<file path="src/rtl/dio_map.svh">
// Register offsets, field positions, reset values for the digital I/O port.
// Assumes inclusion by the port module only.
`ifndef DIO_MAP_SVH
`define DIO_MAP_SVH

// ----------------------------------------
// Register map
// ----------------------------------------
`define DIO_CFG_OFS 4'h0
`define DIO_CFG_RST 16'h0000
`define DIO_CFG_WMASK 16'h73ff
// ----------------------------------------
// Field positions
// ----------------------------------------
`define DIO_BITDIR_LSB 0
`define DIO_BYTEA_DIR 8
`define DIO_BYTEB_DIR 9
`define DIO_LSEL_LSB 12
`define DIO_LSEL_MSB 14
// ----------------------------------------
// Light-select codes
// ----------------------------------------
`define DIO_LSEL_BITS 3'h0
`define DIO_LSEL_BYTEA 3'h4
`define DIO_LSEL_BYTEB 3'h5

`endif

</file>
<file path="src/rtl/dio_pkg.sv">
// Types shared by the digital I/O port.
// Assumes dio_map.svh is on the include path.
package dio_pkg;
   // Eight-bit pin group: output data and output enable (low = driving)
   typedef struct packed {
      logic [7:0] dout;
      logic [7:0] oe_b;
   } dio_pins_t;

   // Register bus request
   typedef struct packed {
      logic [3:0] addr;
      logic [15:0] wdata;
      logic wr;
      logic rd;
   } dio_req_t;
endpackage : dio_pkg

</file>
<file path="src/rtl/dio_sync.sv">
// Two-flop synchroniser bank for external pin levels.
// Assumes inputs come from pins outside the sys_clk domain.
`timescale 1ns/100ps
module dio_sync #(
   parameter int WIDTH = 24
) (
   // Clock and reset
   input wire logic sys_clk,
   input wire logic rst_b,
   // Data
   input wire logic [WIDTH-1:0] async_in,
   output logic [WIDTH-1:0] sync_out
);
   logic [WIDTH-1:0] meta_r;
   logic [WIDTH-1:0] meta_nxt;
   logic [WIDTH-1:0] sync_r;
   logic [WIDTH-1:0] sync_nxt;

   if (WIDTH < 1) begin : g_width_chk
      $error("dio_sync: WIDTH must be positive");
   end

   // First stage read only by the second stage
   always_comb begin
      meta_nxt = async_in;
      sync_nxt = meta_r;
   end

   always_ff @(posedge sys_clk or negedge rst_b) begin
      if (!rst_b) begin
         meta_r <= '0;
         sync_r <= '0;
      end else begin
         meta_r <= meta_nxt;
         sync_r <= sync_nxt;
      end
   end

   assign sync_out = sync_r;
endmodule : dio_sync

</file>
<file path="src/rtl/dio_port.sv">
// Digital I/O port: direction config register, line drivers, indicator lights.
// Assumes a single-cycle register port on sys_clk and pins outside the domain.
//
// The register offsets and the strobed register port were decided locally.
`timescale 1ns/100ps
`include "dio_map.svh"
// Operation
// - Config bits 0-7 set each single-bit line direction; one means output.
// - Bit 8 drives byte A, bit 9 byte B, as whole byte outputs.
// - Config resets to zero so every line starts as input.
// - Code 000 makes lights follow single-bit line levels.
// - Code 100 makes lights show byte A levels.
// - Code 101 makes lights show byte B levels.
module dio_port #(
   parameter int NBITS = 8
) (
   // Clock and reset
   input wire logic sys_clk,
   input wire logic rst_b,
   // Register port
   input wire dio_pkg::dio_req_t req,
   output logic [15:0] rdata,
   // Single-bit lines
   input wire logic [7:0] bit_in,
   output dio_pkg::dio_pins_t bit_pins,
   // Byte ports, accessed as one word
   input wire logic [15:0] word_in,
   input wire logic [15:0] word_out,
   output logic [15:0] word_dout,
   output logic [15:0] word_oe_b,
   // Single-bit line output data
   input wire logic [7:0] bit_out,
   // Indicator lights
   output logic [7:0] lights
);
   import dio_pkg::*;

   // Lines and lights are wired for exactly eight single-bit lines
   // A wider bank would need a wider config register, which does not exist
   if (NBITS != 8) begin : g_nbits_chk
      $error("dio_port: only eight single-bit lines supported");
   end

   // ----------------------------------------
   // Decode helpers
   // ----------------------------------------
   // One mapped register; shared so logic and checks decode alike
   function automatic logic cfg_hit(input logic [3:0] addr);
      return addr == `DIO_CFG_OFS;
   endfunction : cfg_hit

   // ----------------------------------------
   // Pin input synchronisers
   // ----------------------------------------
   logic [23:0] pins_sync;

   dio_sync #(.WIDTH(24)) u_sync (
      .sys_clk(sys_clk),
      .rst_b(rst_b),
      .async_in({word_in, bit_in}),
      .sync_out(pins_sync)
   );

   // ----------------------------------------
   // Configuration register
   // ----------------------------------------
   logic [15:0] cfg_r;
   logic [15:0] cfg_nxt;
   logic [15:0] rdata_r;
   logic [15:0] rdata_nxt;

   // Unused bits masked on write so they always read zero
   always_comb begin
      cfg_nxt = cfg_r;
      rdata_nxt = 16'h0000;
      if (req.wr && cfg_hit(req.addr)) begin
         cfg_nxt = req.wdata & `DIO_CFG_WMASK;
      end
      // Read data come from a register, one cycle after the strobe
      if (req.rd && cfg_hit(req.addr)) begin
         rdata_nxt = cfg_r;
      end
   end

   // Reset to all inputs protects attached equipment
   always_ff @(posedge sys_clk or negedge rst_b) begin
      if (!rst_b) begin
         cfg_r <= `DIO_CFG_RST;
         rdata_r <= 16'h0000;
      end else begin
         cfg_r <= cfg_nxt;
         rdata_r <= rdata_nxt;
      end
   end

   assign rdata = rdata_r;

   // ----------------------------------------
   // Line drivers
   // ----------------------------------------
   logic [7:0] bit_dout_r;
   logic [7:0] bit_dout_nxt;
   logic [15:0] word_dout_r;
   logic [15:0] word_dout_nxt;

   // Output data registered; bytes move together as one word
   always_comb begin
      bit_dout_nxt = bit_out;
      word_dout_nxt = word_out;
   end

   always_ff @(posedge sys_clk or negedge rst_b) begin
      if (!rst_b) begin
         bit_dout_r <= 8'h00;
         word_dout_r <= 16'h0000;
      end else begin
         bit_dout_r <= bit_dout_nxt;
         word_dout_r <= word_dout_nxt;
      end
   end

   // Enables are active low: a set direction bit drives the line
   assign bit_pins = '{dout: bit_dout_r, oe_b: ~cfg_r[`DIO_BITDIR_LSB +: 8]};
   assign word_dout = word_dout_r;
   assign word_oe_b = {{8{~cfg_r[`DIO_BYTEB_DIR]}}, {8{~cfg_r[`DIO_BYTEA_DIR]}}};

   // ----------------------------------------
   // Indicator light select
   // ----------------------------------------
   logic [7:0] lights_r;
   logic [7:0] lights_nxt;
   logic [2:0] lsel;

   assign lsel = cfg_r[`DIO_LSEL_MSB:`DIO_LSEL_LSB];

   // Lights show sensed pin levels, so they also reflect driven outputs
   always_comb begin
      case (lsel)
         `DIO_LSEL_BYTEA: lights_nxt = pins_sync[15:8];
         `DIO_LSEL_BYTEB: lights_nxt = pins_sync[23:16];
         `DIO_LSEL_BITS: lights_nxt = pins_sync[7:0];
         default: lights_nxt = pins_sync[7:0];
      endcase
   end

   always_ff @(posedge sys_clk or negedge rst_b) begin
      if (!rst_b) begin
         lights_r <= 8'h00;
      end else begin
         lights_r <= lights_nxt;
      end
   end

   assign lights = lights_r;

   // ----------------------------------------
   // Checks
   // ----------------------------------------
   a_reserved_zero: assert property (@(posedge sys_clk) disable iff (!rst_b)
      (cfg_r[15] == 1'b0) && (cfg_r[11:10] == 2'b00))
      else $error("reserved config bits not zero");

   a_bit_dir: assert property (@(posedge sys_clk) disable iff (!rst_b)
      (req.wr && req.addr == `DIO_CFG_OFS) |=> (bit_pins.oe_b == ~$past(req.wdata[7:0])))
      else $error("single-bit direction mismatch");

   a_byte_dir: assert property (@(posedge sys_clk) disable iff (!rst_b)
      (req.wr && req.addr == `DIO_CFG_OFS) |=>
         (word_oe_b[0] == ~$past(req.wdata[8])) && (word_oe_b[8] == ~$past(req.wdata[9])))
      else $error("byte direction mismatch");

   a_reset_input: assert property (@(posedge sys_clk)
      $rose(rst_b) |-> (bit_pins.oe_b == 8'hff) && (word_oe_b == 16'hffff))
      else $error("lines not inputs after reset");

   a_light_bits: assert property (@(posedge sys_clk) disable iff (!rst_b)
      (lsel == 3'h0) |=> (lights == $past(pins_sync[7:0])))
      else $error("lights not following single-bit lines");

   a_light_bytea: assert property (@(posedge sys_clk) disable iff (!rst_b)
      (lsel == 3'h4) |=> (lights == $past(pins_sync[15:8])))
      else $error("lights not following byte A");

   a_light_byteb: assert property (@(posedge sys_clk) disable iff (!rst_b)
      (lsel == 3'h5) |=> (lights == $past(pins_sync[23:16])))
      else $error("lights not following byte B");

   a_read_back: assert property (@(posedge sys_clk) disable iff (!rst_b)
      (req.wr && req.addr == `DIO_CFG_OFS) ##1 (req.rd && req.addr == `DIO_CFG_OFS && !req.wr)
         |=> (rdata == ($past(req.wdata, 2) & 16'h73ff)))
      else $error("config read back mismatch");

   // ----------------------------------------
   // Checks on idle behaviour, output data and light fallback
   // ----------------------------------------
   // Read data must drop back to zero once its cycle is over
   a_rdata_idle: assert property (@(posedge sys_clk) disable iff (!rst_b)
      !(req.rd && cfg_hit(req.addr)) |=> (rdata == 16'h0000))
      else $error("read data not zero outside a read");

   // Unmapped or absent writes must leave the setting alone
   a_cfg_keep: assert property (@(posedge sys_clk) disable iff (!rst_b)
      !(req.wr && cfg_hit(req.addr)) |=> $stable(cfg_r))
      else $error("config changed without a write");

   // Output data lag the requested data by one register; not across reset
   a_bit_dout: assert property (@(posedge sys_clk) disable iff (!rst_b)
      rst_b |=> (bit_pins.dout == $past(bit_out)))
      else $error("single-bit output data mismatch");

   // Both bytes move together, never one without the other
   a_word_dout: assert property (@(posedge sys_clk) disable iff (!rst_b)
      rst_b |=> (word_dout == $past(word_out)))
      else $error("byte word output data mismatch");

   // Any code outside the two byte codes shows the single-bit lines
   a_light_fallback: assert property (@(posedge sys_clk) disable iff (!rst_b)
      (lsel != 3'h4 && lsel != 3'h5) |=> (lights == $past(pins_sync[7:0])))
      else $error("lights not falling back to single-bit lines");
endmodule : dio_port

</file>
<file path="config.mk">
export PLATFORM = sky130hd
export DESIGN_NAME = dio_port
export DESIGN_NICKNAME = d
export VERILOG_FILES = /design/src/rtl/dio_pkg.sv /design/src/rtl/dio_sync.sv /design/src/rtl/dio_port.sv
export VERILOG_INCLUDE_DIRS = /design/src /design/src/rtl
export SDC_FILE = /design/constraint.sdc
export NUM_CORES = 1
export LEC_CHECK = 0
export BUFFER_PORTS_ARGS = -buffer_cell sky130_fd_sc_hd__buf_2
export CORE_AREA = 2 2 88 90
export CTS_CLUSTER_DIAMETER = 200
export DETAILED_ROUTE_END_ITERATION = 6
export DIE_AREA = 0 0 90 92
export GPL_TIMING_DRIVEN = 1
export HOLD_SLACK_MARGIN = 0.03
export PLACE_DENSITY_LB_ADDON = 0.25
export SKIP_CTS_REPAIR_TIMING = 1
export SLEW_MARGIN = 20
export SYNTH_ARGS = -nofsm -noshare
export SYNTH_HDL_FRONTEND = slang
export SYNTH_SLANG_ARGS = --single-unit
</file>
<file path="constraint.sdc">
create_clock -name sys_clk -period 1.5 [get_ports sys_clk]
set_clock_uncertainty 0.15 [all_clocks]
set_input_delay 0.3 -clock sys_clk [delete_from_list [all_inputs] [get_ports sys_clk]]
set_output_delay 0.3 -clock sys_clk [all_outputs]
set_load 0.1 [all_outputs]
</file>
==> impl_metrics.csv <==
group,metric,value,unit
outcome,outcome,"finished with violations",
outcome,violations,"negative setup slack",
worst_setup_path,rrSetupSlack,0.13,ns
power,p_leak,2.820,nW
synth,syn_area_per_cell,17.18,um2
synth,synth.area.top_cells,"dfrtp_1, mux2_4, buf_4, and3_1, mux2i_1",
cts,clk_pin_slew,0.09,ns
die,die_area,8280,um2
sta,fin_crit,1.689,ns
sta,worst_slack,-0.1887,ns
worst_setup_path,start_kind,"flip-flop",
synth,yosysTopAreaCellShare,80.42,%
final_layout,drive_gt1_share,47.62,%
final_layout,area_delta_synth_final,70.52,%
cts,cts_tree,"done",
hold_path,hold_class,"primary input to flip-flop",
final_layout,nets,466,
global_routing,antenna_found_initial,0,
global_routing,grt_max_degree,58,
cts,cts-root-buf,"clkbuf_8",
worst_setup_path,reg2reg_depth,3,
global_routing,first_global_vias,1964,
global_routing,grt_usage,15.40,%
die,die_h,92,um
detailed_routing,drc_errors,0,
global_routing,overflow,0,
sta,rsz0062_at_grt,"yes",
job,drv_cap,0,
hold_path,min_to,"rdata[9]$_DFF_PN0_",
final_layout,seqCellArea,2653,um2
hold_path,hold_start,"req[0]",
detailed_routing,drtIter0Drc,90,
synth,synth_cells,192,
sta,hold_viol,0,
synth,synth.distinct_cells,16,
worst_setup_path,cp_max_fo,8,
detailed_routing,totalWireLength,7.529,mm
global_routing,grt_pass1_wl,9.549,mm
detailed_routing,wl_per_cell,15.03,um
sta,worst_slew_pin_slew,0.5715,ns
power,p_per_area,1525,nW/um2
placement,io_buffers,137,
synth,yosys.area.top_type,"dfrtp_1",
final_layout,diodes,0,
sta,fmax,592.2,MHz
cts,clock_latency,0.37,ns
die,coreArea,7447,um2
worst_setup_path,path_class,"flip-flop to output port",
worst_setup_path,r2r-end,"lights[5]$_DFF_PN0_",
final_layout,multi_input_area,460.4,um2
synth,ys_ff_latch,106,
sta,tns,-2.947,ns
sta,fin_crit_sh,112.6,%
die,io-pin-count,144,
detailed_routing,vias_per_cell,4.345,
synth,seq_area_frac_synth,80.42,%
synth,netlist_area,3298,um2
die,die_w,90,um
worst_setup_path,endpoint_kind,"output port",
hold_path,holdPathStages,2,
sta,hold_slack,0.1446,ns
detailed_routing,vias,2177,
die,num_rows,32,
worst_setup_path,worst-endpoint-arrival,1.24,ns
placement,dpl_worst_slack,-0.07719,ns
detailed_routing,drt-pass1-iter-count,4,
sta,drv_slew,0,
final_layout,fill_cells,454,
synth,ys_warn_count,0,
placement,place_congestion,0.7183,
power,ir_drop,918.6,uV
placement,hpwl,4.244,mm
detailed_routing,drtAntennaViolNets,0,
final_layout,final_util,75.52,%
worst_setup_path,worstPathRequired,1.05,ns
worst_setup_path,r2r-start,"cfg_r[13]$_DFFE_PN0P_",
die,start_util,44.29,%
power,finalPower,8.579,mW
cts,clockBufferDepth,2,
cts,cts.sinks,106,
cts,cts.htree.levels,3,
sta,slew_headroom,61.90,%
cts,cts_made_buffers,9,
sta,setup_viol,16,
[where the power goes]
group	internal [mW]	leakage (nW)	switching, mW
combinational	1.25	1.44	2.26
clock	0.838	0.105	0.974
sequential	3.09	1.27	0.171
[through the flow]
stage               instance area (um2)  instances
detailed placement                 4627        415
global placement                   4627        415
global route                       5624        501
floorplan                          3313        194
finish                             5624        501
CTS                                4836        431
[cell usage in the layout (no fill, tap or decap), types with 2 or more instances in the layout]
| cell type | Yosys | routed |
|---|---|---|
| dlygate4sd3_1 | 0 | 62 |
| o21ai_0 | 8 | 8 |
| clkbuf_8 | 0 | 10 |
| mux2_4 | 10 | 10 |
| and3_1 | 13 | 13 |
| clkinvlp_4 | 0 | 3 |
| conb_1 | 1 | 3 |
| buf_12 | 0 | 44 |
| dfrtp_1 | 106 | 106 |
| mux2i_1 | 8 | 8 |
| buf_2 | 1 | 67 |
| mux2_2 | 3 | 3 |
| nand2_1 | 8 | 8 |
| inv_6 | 0 | 2 |
| inv_2 | 0 | 8 |
| buf_4 | 17 | 35 |
| buf_6 | 1 | 2 |
[worst max path at each step]
stage                                    start                     to  slack [ns]  cells past startpoint
after floorplan           cfg_r[9]$_DFFE_PN0P_          word_oe_b[10]       -0.24                      2
after global placement                 req[19]  cfg_r[13]$_DFFE_PN0P_       -0.04                      5
after detailed placement               req[19]   cfg_r[8]$_DFFE_PN0P_       -0.08                      5
after CTS                 cfg_r[8]$_DFFE_PN0P_           word_oe_b[7]       -0.42                      2
after global routing      cfg_r[9]$_DFFE_PN0P_          word_oe_b[11]       -0.25                      3
final                     cfg_r[8]$_DFFE_PN0P_           word_oe_b[7]       -0.19                      3
[cells in the mapped netlist, drive strengths merged]
cell / number
inv: 10
mux2i: 8
nand2b: 1
conb: 1
nand2: 9
dfrtp: 106
o21ai: 8
clkbuf: 3
nor4: 1
and3: 13
buf: 19
mux2: 13
[per-layer routing]
layer | up-vias | routed length (um) | GRT usage, % | part of all wire, %
li1 | 1000 | - | - | -
met1 | 1065 | 2754 | 18.48 | 37
met2 | 98 | 4035 | 25.00 | 54
met3 | 14 | 582 | 6.738 | 7.7
met4 | 0 | 155 | 5.385 | 2.1
met5 | - | 0 | 0 | 0
[worst max-delay path, cell delays in order (launching register included)]
cell	delay (ns)
dfrtp_1	0.42
clkinvlp_4	0.13
buf_12	0.16
buf_12	0.16
[cell families (layout without fill, tap and decap cells)]
logic type | Yosys count | after routing | synth area share, %
mux | 21 | 21 | 8.004
buf+inv | 32 | 237 | 5.842
other cells | 1 | 3 | 0.1137
simple gates | 24 | 24 | 4.401
compound gates | 8 | 8 | 1.214
flops | 106 | 106 | 80.42
[area by class of cell]
cell class | instances | area share [%]
Clock buffer | 10 | 2.447
Clock inverter | 6 | 1.268
Inverter | 10 | 0.8009
Multi-Input combinational cell | 56 | 8.187
Sequential cell | 106 | 47.16
Tap cell | 102 | 2.269
Timing Repair Buffer | 211 | 37.86
[flip-flops by register name (all words and copies together), names as in the netlist]
signal           flops
u_sync.meta_r       24
u_sync.sync_out     24
lights               8
word_dout           16
bit_dout_r           8
rdata               13
cfg_r               13
No activity file was read; power rests on OpenSTA's default activity.
